--- config.mk ---
export PLATFORM = sky130hd
export DESIGN_NAME = cmp_ctl
export DESIGN_NICKNAME = d
export VERILOG_FILES = /design/src/common/cmp_ctl_pkg.sv /design/src/core/cmp_ctl.sv
export SDC_FILE = /design/constraint.sdc
export NUM_CORES = 1
export LEC_CHECK = 0
export BUFFER_PORTS_ARGS = -buffer_cell sky130_fd_sc_hd__buf_2
export CORE_MARGIN = 2
export CORE_UTILIZATION = 40
export DETAILED_ROUTE_END_ITERATION = 6
export GPL_ROUTABILITY_DRIVEN = 0
export PLACE_DENSITY = 0.74
export REMOVE_ABC_BUFFERS = 1
export SLEW_MARGIN = 5
export SYNTH_ARGS = -nofsm -noshare
export SYNTH_HDL_FRONTEND = slang
export SYNTH_SLANG_ARGS = --single-unit
--- constraint.sdc ---
create_clock -name CLK -period 2.6 [get_ports CLK]
set_clock_uncertainty 0.05 [all_clocks]
set_input_delay 0.52 -clock CLK [delete_from_list [all_inputs] [get_ports CLK]]
set_output_delay 0.52 -clock CLK [all_outputs]
set_load 0.05 [all_outputs]
--- src/common/cmp_ctl_pkg.sv ---
// Purpose: Shared constants and types for the analog comparator control block
// Assumes: 8-bit registers on 32-bit APB words, byte addresses 4x register index
// Notes: Register indices are kept as printed; byte address derived from them
package cmp_ctl_pkg;
  // Register indices and byte addresses
  localparam logic [7:0] IDX_CTRL_STATUS = 8'h2c;
  localparam logic [7:0] IDX_INPUT_SEL = 8'h2d;
  localparam logic [7:0] IDX_LADDER = 8'h2e;
  localparam logic [7:0] IDX_PIN_EN = 8'h2f;
  localparam int ADDR_W = 12;
  localparam logic [11:0] ADDR_CTRL_STATUS = {2'h0, IDX_CTRL_STATUS, 2'h0};
  localparam logic [11:0] ADDR_INPUT_SEL = {2'h0, IDX_INPUT_SEL, 2'h0};
  localparam logic [11:0] ADDR_LADDER = {2'h0, IDX_LADDER, 2'h0};
  localparam logic [11:0] ADDR_PIN_EN = {2'h0, IDX_PIN_EN, 2'h0};
  // Control/status field positions
  localparam int CS_ENABLE_BIT = 7;
  localparam int CS_HYSTERESIS_SELECT_BIT = 6;
  localparam int CS_FLAG_BIT = 5;
  localparam int CS_IRQEN_BIT = 4;
  localparam int CS_OUT_BIT = 3;
  localparam int CS_PINEN_BIT = 2;
  localparam int CS_SENS_LSB = 0;
  // Input select field positions
  localparam int SEL_POS_LSB = 4;
  localparam int SEL_NEG_LSB = 0;
  // Ladder field positions
  localparam int LAD_ENABLE_BIT = 7;
  localparam int LAD_REF_BIT = 6;
  localparam int LAD_CODE_LSB = 0;
  // Reset values
  localparam logic [7:0] RST_REG = 8'h00;
  // Writable masks; reserved bits read zero
  localparam logic [7:0] MASK_INPUT_SEL = 8'h33;
  localparam logic [7:0] MASK_PIN_EN = 8'h07;
  // Synchroniser depth
  localparam int SYNC_STAGES = 3;

  typedef enum logic [1:0] {
    SENS_FALL_A = 2'h0,
    SENS_RISE = 2'h1,
    SENS_FALL_B = 2'h2,
    SENS_BOTH = 2'h3
  } sens_t;

  typedef enum logic [1:0] {
    SRC_EXT0 = 2'h0,
    SRC_EXT1 = 2'h1,
    SRC_RSVD = 2'h2,
    SRC_LADDER = 2'h3
  } src_t;

  // Analog-side controls travelling together
  typedef struct packed {
    logic enable;
    logic hysteresis_select_30mv;
    src_t pos_sel;
    src_t neg_sel;
    logic ladder_enable;
    logic ladder_ref_vdda;
    logic [5:0] ladder_code;
    logic [2:0] input_pin_enable;
  } analog_ctl_t;
endpackage

--- src/core/cmp_ctl.sv ---
// Purpose: APB register file and digital control of an analog comparator
// Assumes: Raw comparator output is asynchronous to CLK
// Notes: Zero-wait-state APB slave, PSLVERR on unmapped addresses
//
// Function
// - Control bit 7 turns the comparator on (1) or off (0).
// - Control bit 6 selects hysteresis, 0 for 20 mV, 1 for 30 mV.
// - Edge flag bit 5 sets synchronously on a selected comparator output edge.
// - Writing 0 clears the edge flag; writing 1 leaves it alone.
// - Bit 4 gates the interrupt request from the edge flag.
// - Bit 3 reads the synchronized comparator output.
// - Output status resets to 0 and reads 0 while disabled.
// - Bit 2 lets the comparator output drive the external pin.
// - Sensitivity 00 and 10 falling, 01 rising, 11 both edges.
// - Logic keeps running in wait mode; interrupt can wake the processor.
// - Logic keeps running in stop3; qualifying edge raises a wake interrupt.
// - Settings survive stop3 exit by interrupt; reset returns reset state.
// - Debug mode does not freeze the logic.
// - Ladder code is 6 bits selecting one of 64 levels.
// - Input mux picks among channels, one being the ladder output.
// - Four 8-bit registers from 2C onward, each resetting to 00h.
// - Input selects decode 00 ext0, 01 ext1, 11 ladder, 10 reserved.
// - Ladder bit 7 enables it; level is code plus one sixty-fourths.
// - Flag and interrupt stay pending until software clears the flag.
`timescale 1ns/10ps
module cmp_ctl
  import cmp_ctl_pkg::*;
(
  // Clock and reset
  input wire logic CLK,
  input wire logic RST_N,
  // APB slave
  input wire logic PSEL,
  input wire logic PENABLE,
  input wire logic PWRITE,
  input wire logic [cmp_ctl_pkg::ADDR_W-1:0] PADDR,
  input wire logic [31:0] PWDATA,
  input wire logic [3:0] PSTRB,
  output logic [31:0] PRDATA,
  output logic PREADY,
  output logic PSLVERR,
  // Analog core
  input wire logic RAW_COMPARATOR_OUTPUT,
  output cmp_ctl_pkg::analog_ctl_t ANALOG_CTL,
  output logic [6:0] LADDER_LEVEL,
  // Pad and interrupt
  output logic OUTPUT_PIN_O,
  output logic OUTPUT_PIN_OE,
  output logic IRQ
);
  import cmp_ctl_pkg::*;

  logic enable_ff;
  logic hysteresis_select_ff;
  logic flag_ff;
  logic irq_en_ff;
  logic pin_en_ff;
  sens_t sens_ff;
  logic [7:0] input_sel_ff;
  logic [7:0] ladder_ff;
  logic [7:0] pin_ctl_ff;
  logic [SYNC_STAGES-1:0] sync_ff;
  logic out_status_ff;
  logic [31:0] prdata_ff;
  logic pslverr_ff;
  logic edge_hit;
  logic wr_access;
  logic rd_access;
  logic lane0;

  // Address decode, shared by read and write paths
  function automatic logic [1:0] reg_index(input logic [ADDR_W-1:0] a, output logic hit);
    hit = 1'b1;
    case (a)
      ADDR_CTRL_STATUS: reg_index = 2'h0;
      ADDR_INPUT_SEL: reg_index = 2'h1;
      ADDR_LADDER: reg_index = 2'h2;
      ADDR_PIN_EN: reg_index = 2'h3;
      default: begin
        reg_index = 2'h0;
        hit = 1'b0;
      end
    endcase
  endfunction

  logic addr_hit;
  logic [1:0] addr_idx;
  always_comb begin
    addr_hit = 1'b0;
    addr_idx = reg_index(PADDR, addr_hit);
  end

  assign wr_access = PSEL && PENABLE && PWRITE && addr_hit;
  assign rd_access = PSEL && PENABLE && !PWRITE;
  // Registers live in byte lane 0 only
  assign lane0 = PSTRB[0];

  // Settings are plain flops on one clock with no sleep gating, so they
  // hold across wait, stop3 and debug; only RST_N clears them
  always_ff @(posedge CLK or negedge RST_N) begin
    if (!RST_N) begin
      enable_ff <= 1'b0;
      hysteresis_select_ff <= 1'b0;
      irq_en_ff <= 1'b0;
      pin_en_ff <= 1'b0;
      sens_ff <= SENS_FALL_A;
    end else if (wr_access && lane0 && addr_idx == 2'h0) begin
      enable_ff <= PWDATA[CS_ENABLE_BIT];
      hysteresis_select_ff <= PWDATA[CS_HYSTERESIS_SELECT_BIT];
      irq_en_ff <= PWDATA[CS_IRQEN_BIT];
      pin_en_ff <= PWDATA[CS_PINEN_BIT];
      sens_ff <= sens_t'(PWDATA[CS_SENS_LSB +: 2]);
    end
  end

  always_ff @(posedge CLK or negedge RST_N) begin
    if (!RST_N) begin
      input_sel_ff <= RST_REG;
      ladder_ff <= RST_REG;
      pin_ctl_ff <= RST_REG;
    end else if (wr_access && lane0) begin
      if (addr_idx == 2'h1) begin
        input_sel_ff <= PWDATA[7:0] & MASK_INPUT_SEL;
      end
      if (addr_idx == 2'h2) begin
        ladder_ff <= PWDATA[7:0];
      end
      if (addr_idx == 2'h3) begin
        pin_ctl_ff <= PWDATA[7:0] & MASK_PIN_EN;
      end
    end
  end

  // Three-stage synchronizer; edges judged only on the settled stages
  always_ff @(posedge CLK or negedge RST_N) begin
    if (!RST_N) begin
      sync_ff <= '0;
    end else begin
      sync_ff <= {sync_ff[SYNC_STAGES-2:0], RAW_COMPARATOR_OUTPUT};
    end
  end

  // Status reads 0 while disabled
  always_ff @(posedge CLK or negedge RST_N) begin
    if (!RST_N) begin
      out_status_ff <= 1'b0;
    end else if (!enable_ff) begin
      out_status_ff <= 1'b0;
    end else if (sync_ff[1] == sync_ff[2]) begin
      out_status_ff <= sync_ff[2];
    end
  end

  // Edges on the qualified status so a disable does not fake a fall
  always_comb begin
    edge_hit = 1'b0;
    if (enable_ff && sync_ff[1] == sync_ff[2] && sync_ff[2] != out_status_ff) begin
      case (sens_ff)
        SENS_RISE: edge_hit = sync_ff[2];
        SENS_BOTH: edge_hit = 1'b1;
        SENS_FALL_A, SENS_FALL_B: edge_hit = !sync_ff[2];
        default: edge_hit = 1'b0;
      endcase
    end
  end

  // Set wins over a clearing write in the same cycle
  always_ff @(posedge CLK or negedge RST_N) begin
    if (!RST_N) begin
      flag_ff <= 1'b0;
    end else if (edge_hit) begin
      flag_ff <= 1'b1;
    end else if (wr_access && lane0 && addr_idx == 2'h0 && !PWDATA[CS_FLAG_BIT]) begin
      flag_ff <= 1'b0;
    end
  end

  // Level request; also serves as the wake source in wait and stop3
  assign IRQ = flag_ff && irq_en_ff;

  // Pad driven only when both enabled
  assign OUTPUT_PIN_OE = pin_en_ff && enable_ff;
  assign OUTPUT_PIN_O = OUTPUT_PIN_OE && out_status_ff;

  always_comb begin
    ANALOG_CTL.enable = enable_ff;
    ANALOG_CTL.hysteresis_select_30mv = hysteresis_select_ff;
    ANALOG_CTL.pos_sel = src_t'(input_sel_ff[SEL_POS_LSB +: 2]);
    ANALOG_CTL.neg_sel = src_t'(input_sel_ff[SEL_NEG_LSB +: 2]);
    ANALOG_CTL.ladder_enable = ladder_ff[LAD_ENABLE_BIT];
    ANALOG_CTL.ladder_ref_vdda = ladder_ff[LAD_REF_BIT];
    ANALOG_CTL.ladder_code = ladder_ff[LAD_CODE_LSB +: 6];
    ANALOG_CTL.input_pin_enable = pin_ctl_ff[2:0];
  end

  // Ladder numerator in 64ths: code plus one, zero when off
  assign LADDER_LEVEL = ladder_ff[LAD_ENABLE_BIT] ? ({1'b0, ladder_ff[5:0]} + 7'h01) : 7'h00;

  // Read byte muxed from the register flops
  logic [7:0] rd_byte;
  always_comb begin
    rd_byte = 8'h00;
    case (addr_idx)
      2'h0: rd_byte = {enable_ff, hysteresis_select_ff, flag_ff, irq_en_ff, out_status_ff, pin_en_ff, sens_ff};
      2'h1: rd_byte = input_sel_ff;
      2'h2: rd_byte = ladder_ff;
      2'h3: rd_byte = pin_ctl_ff;
      default: rd_byte = 8'h00;
    endcase
  end

  // Data is captured in setup so it stands stable through the access phase
  always_ff @(posedge CLK or negedge RST_N) begin
    if (!RST_N) begin
      prdata_ff <= 32'h0;
      pslverr_ff <= 1'b0;
    end else if (PSEL && !PENABLE) begin
      prdata_ff <= (!PWRITE && addr_hit) ? {24'h0, rd_byte} : 32'h0;
      pslverr_ff <= !addr_hit;
    end
  end

  // One-cycle access phase; flag read reflects setup-cycle value
  assign PREADY = 1'b1;
  assign PRDATA = rd_access ? prdata_ff : 32'h0;
  assign PSLVERR = PSEL && PENABLE && pslverr_ff;
endmodule // cmp_ctl

==> results of run 1 <==
[cell usage after synthesis]
| library cell | number | share of area |
|---|---|---|
| ha_1 | 1 | 0.0064 |
| o21ai_0 | 9 | 0.023 |
| a31oi_1 | 1 | 0.0032 |
| buf_4 | 28 | 0.11 |
| and4_1 | 3 | 0.013 |
| mux4_2 | 2 | 0.023 |
| o31ai_1 | 1 | 0.0038 |
| and4bb_2 | 1 | 0.0064 |
| nand4_1 | 2 | 0.0064 |
| nor4b_1 | 1 | 0.0045 |
| a22oi_1 | 1 | 0.0038 |
| nand2_1 | 11 | 0.021 |
| nor4b_4 | 1 | 0.012 |
| a221o_1 | 2 | 0.010 |
| nor2_1 | 6 | 0.011 |
| nor3b_4 | 1 | 0.0096 |
| conb_1 | 2 | 0.0038 |
| inv_1 | 1 | 0.0019 |
| and2_1 | 15 | 0.048 |
| nand2b_1 | 4 | 0.013 |
| xnor2_1 | 2 | 0.0089 |
| a21o_1 | 2 | 0.0076 |
| nor4_1 | 1 | 0.0032 |
| mux2_2 | 22 | 0.13 |
| or3_1 | 1 | 0.0032 |
| nand3_1 | 5 | 0.013 |
| and3_1 | 3 | 0.0096 |
| nand4b_1 | 1 | 0.0045 |
| buf_2 | 1 | 0.0025 |
| clkbuf_1 | 2 | 0.0038 |
| a21boi_0 | 2 | 0.0076 |
| mux2i_1 | 5 | 0.025 |
| xor2_1 | 1 | 0.0045 |
| nor2b_1 | 1 | 0.0032 |
| dfrtp_1 | 35 | 0.45 |
[cell families after synthesis]
kind of cell | count (synthesis) | share of synthesized area
AO/OA/AOI/OAI | 18 | 0.0592
adder cells (fa/ha/maj) | 1 | 0.00637
AND/OR/NAND/NOR | 57 | 0.182
XOR/XNOR | 3 | 0.0134
multiplexers | 29 | 0.175
flip-flops | 35 | 0.446
other | 2 | 0.00382
buffers and inverters | 32 | 0.115
[worst register-to-register path, delay by kind of cell, from the launching register on]
family | cells | cell delay (ns)
mux | 1 | 0.50
flops | 1 | 0.44
simple gates | 1 | 0.08
compound gates | 1 | 0.07
[layer usage]
layer	global-route usage	up-vias	share of wire
met1	0.208	696	0.45
li1	-	691	-
met5	0	-	0
met3	0.0407	9	0.069
met4	0.0848	0	0.022
met2	0.249	55	0.46
[final timing paths]
path / startpoint / to / cells past startpoint
max in group asynchronous: RST_N / ladder_ff[3]$_DFFE_PN0P_ / 1
max reg2reg: ladder_ff[1]$_DFFE_PN0P_ / prdata_ff[1]$_DFFE_PN0P_ / 3
min: RST_N / out_status_ff$_DFFE_PN0P_ / 1
max: ladder_ff[2]$_DFFE_PN0P_ / LADDER_LEVEL[5] / 4
min reg2reg: sync_ff[0]$_DFF_PN0_ / sync_ff[1]$_DFF_PN0_ / 0
min in group CLK: RAW_COMPARATOR_OUTPUT / sync_ff[0]$_DFF_PN0_ / 1
[flip-flops by register name, summed over array words and instances (netlist names)]
| name | cells |
|---|---|
| out_status_ff | 1 |
| pslverr_ff | 1 |
| enable_ff | 1 |
| flag_ff | 1 |
| sens_ff | 2 |
| pin_ctl_ff | 3 |
| sync_ff | 3 |
| pin_en_ff | 1 |
| prdata_ff | 8 |
| input_sel_ff | 4 |
| hysteresis_select_ff | 1 |
| ladder_ff | 8 |
| irq_en_ff | 1 |
[per-stage QoR]
stage | setup WS [ns] | hold slack, ns | setup TNS (ns) | cell area (um2) | power [mW]
2_1_floorplan | -0.380 | 0.174 | -0.380 | 1830 | 0.676
3_3_place_gp | 0.325 | 0.291 | 0 | 2220 | 0.722
3_5_place_dp | 0.341 | 0.292 | 0 | 2220 | 0.725
4_1_cts | 0.292 | 0.269 | 0 | 2290 | 1.09
5_1_grt | 0.231 | 0.276 | 0 | 2290 | 1.12
6_report | 0.310 | 0.250 | 0 | 2290 | 1.07
[area by class of cell]
cell class / instances / area, um2
flip-flops and latches: 35 / 876
repair buffers: 62 / 310
clock buffers: 6 / 72.6
fillers: 440 / 2430
well taps: 67 / 83.8
inverters: 1 / 3.75
multi-input cells: 133 / 948
[power by group through the flow]
stage | clock network [mW] | registers, mW | logic (mW)
global placement | 0 | 0.571 | 0.151
CTS | 0.370 | 0.562 | 0.153
floorplan | 0 | 0.570 | 0.106
detailed placement | 0 | 0.572 | 0.153
global route | 0.393 | 0.563 | 0.165
finish | 0.357 | 0.562 | 0.153
==> impl_metrics.yaml, run 1 <==
power:
  switching_share: 0.288
  p_comb_frac: 0.142
  p_leak_nw: 1.25
  power_density_nw_per_um2: 467
  pwr-share-seq: 0.525
  intPower_mw: 0.763
  peakVddDrop_mv: 0.262
  pwr-share-clk: 0.333
  p_sw_mw: 0.308
worst_setup_path:
  critical_path_class: "reg -> out"
  critPathCaptureType: "output port"
  worstPathRequired_ns: 2.03
  r2r_setup_slack_ns: 1.32
  cp_cell_sequence: "nand3_1, or3_1, a21boi_0, buf_2"
  crit_family: "simple AND/OR/NAND/NOR gates"
  crit_slowest_cell: "dfrtp_1"
  cp_max_fo: 7
  arrival_ns: 1.72
  cpPeakStageDelay_ns: 0.47
  start_kind: "register"
  crit_buf_inv: 1
cts:
  clock_sinks: 35
  cts_setup_buffers: 0
  root_buffer: "clkbuf_8"
  insertion_delay_ns: 0.29
  post_cts_resized: 0
  cts_hold_buf: 0
  clockBufferDepth: 2
  htree_levels: 2
  cts_buffers: 5
  tritoncts: "done"
  path_clk_slew_ns: 0.07
synthesis:
  yosysSeqAreaShare: 0.446
  yosys_warnings: 0
  syn_area_per_cell_um2: 11.1
  syn_inst: 177
  synthDistinctLibCells: 35
  ys_ff_latch: 35
  netlist_area_um2: 1960
sta:
  max_freq_mhz: 437
  max_slew_margin: 0.492
  hold_viol_final: 0
  drv_slew: 0
  min_period_over_period: 0.881
  rsz0062_at_grt: "no"
  setup_viol: 0
  finalCriticalPeriod_ns: 2.29
  tightestPinTransition_ns: 0.761
detailed_routing:
  routedWlPerCell_um: 13.7
  remaining_drc_errors: 0
  drt-initial-drc-count: 57
  vias: 1451
  antenna_left: 0
  avgViaCountPerCell: 4.77
  firstDrtPassIters: 4
  drt-total-wl_um: 4160
placed_design:
  dp.cells: 298
  io_buffer_count: 62
  dpl.hpwl_um: 3170
final_layout:
  antenna_cells: 0
  area_growth_syn_to_layout_pct: 16.8
  fin_nets: 293
  final_common_cell: "buf_2"
  final_util: 0.486
  final_cell_mix: "buf_2, dfrtp_1, conb_1, mux2_2, and2_1"
  drive_gt1_frac: 0.397
  finalNonFillerCells: 304
floorplan:
  ios: 115
  core_area_um2: 4720
  die_x_um: 74.1
  fp-row-count: 25
  fp.dieArea_um2: 5490
  die_y_um: 74.1
  start_util: 0.416
hold_path:
  worstHoldPathType: "in -> async"
global_routing:
  grt_pass1_wl_um: 6450
  track_usage: 0.161
  grt_start_max_net_pins: 36
  overflow: 0
  antenna_found_initial: 0
  grt_pass1_vias: 1299
flow_run:
  max_cap_viol_count: 0
run_status:
  status: "complete, no violations"
No activity file was read; power rests on OpenSTA's default activity.
==> run 2, diff against run 1 <==
--- a/config.mk
+++ b/config.mk
@@ -8,6 +8,7 @@
 export BUFFER_PORTS_ARGS = -buffer_cell sky130_fd_sc_hd__buf_2
 export CORE_MARGIN = 2
 export CORE_UTILIZATION = 40
+export CTS_BUF_LIST = sky130_fd_sc_hd__clkbuf_8
 export DETAILED_ROUTE_END_ITERATION = 6
 export GPL_ROUTABILITY_DRIVEN = 0
 export PLACE_DENSITY = 0.74
==> constraint.sdc (replaced) <==
create_clock -name CLK -period 2.6 [get_ports CLK]
set_clock_uncertainty 0.05 [all_clocks]
set_input_delay 0.52 -clock CLK [delete_from_list [all_inputs] [get_ports CLK]]
set_output_delay 0.52 -clock CLK [all_outputs]
set_load 0.005 [all_outputs]
==> impl_metrics.yaml, run 2 (same netlist as run 1, synthesis figures left out) <==
sta:
  fin_tns_setup_ns: 0
  setup_slack_ns: 0.460
  max_freq_mhz: 467
  drv_slew: 0
  whs_ns: 0.250
  max_slew_margin: 0.492
  hold_viol_final: 0
  finalCriticalPeriod_ns: 2.14
  rsz0062_at_grt: "no"
  min_period_over_period: 0.823
  tightestPinTransition_ns: 0.761
  setup_viol: 0
placed_design:
  dpl_cell_area_um2: 2220
  io_buffer_count: 62
  dpl.hpwl_um: 3170
  place_ws_ns: 0.341
worst_setup_path:
  worstPathRequired_ns: 2.03
  critPathCaptureType: "output port"
  critical_path_class: "reg -> out"
  reg2reg_depth: 3
  cp_max_fo: 7
  arrival_ns: 1.57
  r2r-end: "prdata_ff[1]$_DFFE_PN0P_"
  r2r_start: "ladder_ff[1]$_DFFE_PN0P_"
  start_kind: "register"
  r2r_setup_slack_ns: 1.32
cts:
  root_buffer: "clkbuf_8"
  tritoncts: "done"
  insertion_delay_ns: 0.29
  cts_hold_buf: 0
  clockBufferDepth: 2
  cts_setup_buffers: 0
  htree_levels: 2
  post_cts_resized: 0
  clock_sinks: 35
  cts_buffers: 5
  path_clk_slew_ns: 0.07
final_layout:
  largest_registers: "ladder_ff (8), prdata_ff (8), input_sel_ff (4)"
  area_growth_syn_to_layout_pct: 16.8
  fin_nets: 293
  final_common_cell: "buf_2"
  antenna_cells: 0
  final_area_um2: 2290
  final_cell_mix: "buf_2, dfrtp_1, conb_1, mux2_2, and2_1"
  drive_gt1_frac: 0.397
floorplan:
  start_util: 0.416
  fp.dieArea_um2: 5490
  core_area_um2: 4720
  fp-row-count: 25
  die_y_um: 74.1
  die_x_um: 74.1
  ios: 115
hold_path:
  worstHoldPathType: "in -> async"
flow_run:
  max_cap_viol_count: 0
detailed_routing:
  routedWlPerCell_um: 13.7
  drt-total-wl_um: 4160
  drt-initial-drc-count: 57
  vias: 1449
  avgViaCountPerCell: 4.77
  remaining_drc_errors: 0
  antenna_left: 0
  firstDrtPassIters: 4
global_routing:
  grt_pass1_vias: 1299
  track_usage: 0.161
  grt_pass1_wl_um: 6450
  antenna_found_initial: 0
  grt_start_max_net_pins: 36
  overflow: 0
power:
  peakVddDrop_mv: 0.259
  p_total_mw: 0.994
  power_density_nw_per_um2: 433
  p_leak_nw: 1.26
run_status:
  status: "complete, no violations"
run 2: changes by cell type in the layout (fill, tap and decap cells not counted):
cell,previous run,this run
clkbuf_1,1,0
inv_1,1,2
run 2: layer usage:
layer	GRT usage	routed length, um	vias to the layer above
met3	0.0407	286	9
met2	0.249	1930	55
met1	0.208	1860	694
met4	0.0848	92	0
met5	0	0	-
li1	-	-	691
run 2: layout make-up:
class                           count  area [um2]
Fill cell                         440        2430
Clock inverter                      1        3.75
Sequential cell                    35         876
Clock buffer                        5        68.8
Tap cell                           67        83.8
Multi-Input combinational cell    133         948
Timing Repair Buffer               62         310
Inverter                            1        3.75
run 2: worst max-delay path: stages (launching register included):
cell and delay [ns]:
dfrtp_1 0.47, nand3_1 0.17, or3_1 0.36, a21boi_0 0.15, buf_2 0.13
run 2: stage by stage:
step                 util  cells
finish              0.486    304
global route        0.486    304
CTS                 0.486    304
detailed placement  0.470    298
global placement    0.470    298
floorplan               -    169
run 2: power breakdown:
part	total, mW	leakage [nW]	internal (mW)	switching (mW)
clock network	0.353	0.0413	0.174	0.179
registers	0.562	0.479	0.554	0.00799
logic	0.0786	0.737	0.0309	0.0477
run 2: worst max-delay path by stage:
stage | start | end | slack [ns] | depth (start not counted)
final | ladder_ff[2]$_DFFE_PN0P_ | LADDER_LEVEL[5] | 0.46 | 4
after global routing | ladder_ff[2]$_DFFE_PN0P_ | LADDER_LEVEL[5] | 0.38 | 4
after CTS | ladder_ff[2]$_DFFE_PN0P_ | LADDER_LEVEL[5] | 0.44 | 4
after detailed placement | PADDR[6] | ladder_ff[3]$_DFFE_PN0P_ | 0.34 | 5
after global placement | PADDR[6] | ladder_ff[5]$_DFFE_PN0P_ | 0.32 | 5
after floorplan | PADDR[6] | ladder_ff[0]$_DFFE_PN0P_ | 0.67 | 4
==> run 3, diff against run 2 <==
--- a/config.mk
+++ b/config.mk
@@ -5,13 +5,14 @@
 export SDC_FILE = /design/constraint.sdc
 export NUM_CORES = 1
 export LEC_CHECK = 0
+export ABC_AREA = 1
 export BUFFER_PORTS_ARGS = -buffer_cell sky130_fd_sc_hd__buf_2
 export CORE_MARGIN = 2
 export CORE_UTILIZATION = 40
 export CTS_BUF_LIST = sky130_fd_sc_hd__clkbuf_8
 export DETAILED_ROUTE_END_ITERATION = 6
 export GPL_ROUTABILITY_DRIVEN = 0
-export PLACE_DENSITY = 0.74
+export PLACE_DENSITY = 0.76
 export REMOVE_ABC_BUFFERS = 1
 export SLEW_MARGIN = 5
 export SYNTH_ARGS = -nofsm -noshare
==> constraint.sdc (replaced) <==
create_clock -name CLK -period 1.9 [get_ports CLK]
set_clock_uncertainty 0.05 [all_clocks]
set_input_delay 0.38 -clock CLK [delete_from_list [all_inputs] [get_ports CLK]]
set_output_delay 0.38 -clock CLK [all_outputs]
set_load 0.005 [all_outputs]
==> impl_metrics.yaml, run 3 <==
run_status:
  status: "complete, no violations"
cts:
  insertion_delay_ns: 0.29
  root_buffer: "clkbuf_8"
  clock_sinks: 35
  clockBufferDepth: 2
  htree_levels: 2
  tritoncts: "done"
  cts_buffers: 5
  path_clk_slew_ns: 0.07
  cts_hold_buf: 0
final_layout:
  final_area_um2: 2580
  final_cell_mix: "buf_2, nand2_1, inv_1, dfrtp_1, conb_1"
  area_growth_syn_to_layout_pct: 20.1
  antenna_cells: 0
  final_common_cell: "buf_2"
  drive_gt1_frac: 0.347
  fin_nets: 403
  largest_registers: "ladder_ff (8), prdata_ff (8), input_sel_ff (4)"
sta:
  drv_slew: 0
  rsz0062_at_grt: "yes"
  tightestPinTransition_ns: 0.783
  min_period_over_period: 0.984
  hold_viol_final: 0
  max_slew_margin: 0.478
  max_freq_mhz: 535
  finalCriticalPeriod_ns: 1.87
  fin_tns_setup_ns: 0
  setup_viol: 0
synthesis:
  synth_flop_cell: "dfrtp_1"
  netlist_area_um2: 2150
  synthTopCellsByCount: "nand2_1, inv_1, dfrtp_1"
  ys_ff_latch: 35
  syn_inst: 277
  yosys_warnings: 0
  synthDistinctLibCells: 22
  ys_top_cells_by_area: "dfrtp_1, nand2_1, buf_4, inv_1, o21ai_2"
  yosys.area.top_type_share: 0.408
  yosys.area.top_type: "dfrtp_1"
  async_flop_share: 1.00
  yosysSeqAreaShare: 0.408
  syn_area_per_cell_um2: 7.75
  synth_edf_count: 0
  synth.most_common_cell: "nand2_1"
detailed_routing:
  vias: 1838
  firstDrtPassIters: 4
  antenna_left: 0
  drt-initial-drc-count: 64
  routedWlPerCell_um: 11.2
  drt-total-wl_um: 4710
  remaining_drc_errors: 0
  avgViaCountPerCell: 4.39
worst_setup_path:
  crit_path_start: "ladder_ff[1]$_DFFE_PN0P_"
  r2r_start: "ladder_ff[1]$_DFFE_PN0P_"
  r2r_setup_slack_ns: 0.64
  critical_path_class: "reg -> out"
  crit_slowest_cell: "dfrtp_2"
  reg2reg_depth: 6
  start_kind: "register"
  cp_max_fo: 3
  crit_buf_inv: 3
  cp_cell_sequence: "ha_4, nand2_2, inv_2, nand2_2, nor2_2, inv_1, nor3_1, buf_2"
  r2r-end: "prdata_ff[1]$_DFFE_PN0P_"
  cpPeakStageDelay_ns: 0.40
  crit_family: "flip-flops"
  crit_top_cell: "nand2_2"
  arrival_ns: 1.44
  worstPathRequired_ns: 1.47
  critPathCaptureType: "output port"
placed_design:
  dpl_cell_area_um2: 2420
  io_buffer_count: 62
  dpl.hpwl_um: 3600
power:
  power_density_nw_per_um2: 532
  p_leak_nw: 1.48
  p_total_mw: 1.37
  peakVddDrop_mv: 0.239
floorplan:
  fp.dieArea_um2: 5970
  fp-row-count: 26
  ios: 115
  die_y_um: 77.2
  core_area_um2: 5140
  die_x_um: 77.2
  start_util: 0.417
global_routing:
  grt_pass1_wl_um: 7950
  antenna_found_initial: 0
  busiest_layer: "met2"
  met2_usage: 0.274
  use_met3: 0.0376
  track_usage: 0.167
  overflow: 0
  grt_start_max_net_pins: 36
  grt_pass1_vias: 1684
  grt_use_met1: 0.218
hold_path:
  worstHoldPathType: "in -> async"
flow_run:
  max_cap_viol_count: 0
-- run 3: cell count changes after synthesis, sizes merged, moves of 4 or more --
cell / previous run / this run
mux2i: 5 / 0
nand4: 2 / 7
inv: 1 / 46
a21oi: 0 / 7
nand2: 11 / 77
o21ai: 9 / 33
mux2: 22 / 0
nor2: 6 / 28
nand2b: 4 / 0
and2: 15 / 0
-- run 3: per-layer routing --
| metal | vias to the layer above | wire length, um |
|---|---|---|
| met2 | 64 | 2190 |
| met3 | 7 | 275 |
| li1 | 951 | - |
| met5 | - | 0 |
| met4 | 0 | 70 |
| met1 | 816 | 2170 |
-- run 3: final cells by class --
class	instances	area, um2
clock buffer	5	68.8
clock inverter	3	16.3
fill	524	2560
inverter	46	173
multi-input combinational	190	982
sequential	35	878
tap	70	87.6
timing repair buffer	70	370
-- run 3: worst max path at each step --
stage                     cells past startpoint                   to  slack [ns]
after global routing                          8      LADDER_LEVEL[6]       -0.06
after global placement                        9  flag_ff$_DFFE_PN0P_        0.16
after CTS                                     9      LADDER_LEVEL[4]       0.005
after detailed placement                      9  flag_ff$_DFFE_PN0P_        0.12
after floorplan                               8  flag_ff$_DFFE_PN0P_        0.37
final                                         8      LADDER_LEVEL[6]        0.03
-- run 3: what timing repair did --
item	in CTS	in global routing
endpoints found under the setup margin	3	3
cloned	0	0
setup buffers	4	2
pin swaps	0	3
gates resized for setup	4	5
-- run 3: through the flow --
stage / utilization / setup slack [ns] / instances / hold slack (ns)
after CTS: 0.496 / 0.00467 / 417 / 0.131
after detailed placement: 0.471 / 0.124 / 405 / 0.296
after global placement: 0.471 / 0.165 / 405 / 0.289
after floorplan: - / 0.369 / 271 / 0.0344
after global routing: 0.501 / -0.0552 / 419 / 0.131
final: 0.501 / 0.0304 / 419 / 0.116
-- run 3: cell families (layout without fill, tap and decap cells) --
kind of cell               after synthesis  count (layout)  synth area share
and+or+nand+nor                        124             124             0.279
buffers and inverters                   75             124             0.185
AOI/OAI and AO/OA                       40              40             0.118
DFF                                     35              35             0.408
other                                    2              25           0.00350
adders and majority gates                1               1           0.00583
-- run 3: power breakdown --
group	internal, mW	total, mW	leakage [nW]	switching [mW]
Sequential	0.748	0.751	0.468	0.00298
Clock	0.250	0.518	0.0453	0.268
Combinational	0.0298	0.0997	0.969	0.0699
Total	1.03	1.37	1.48	0.341
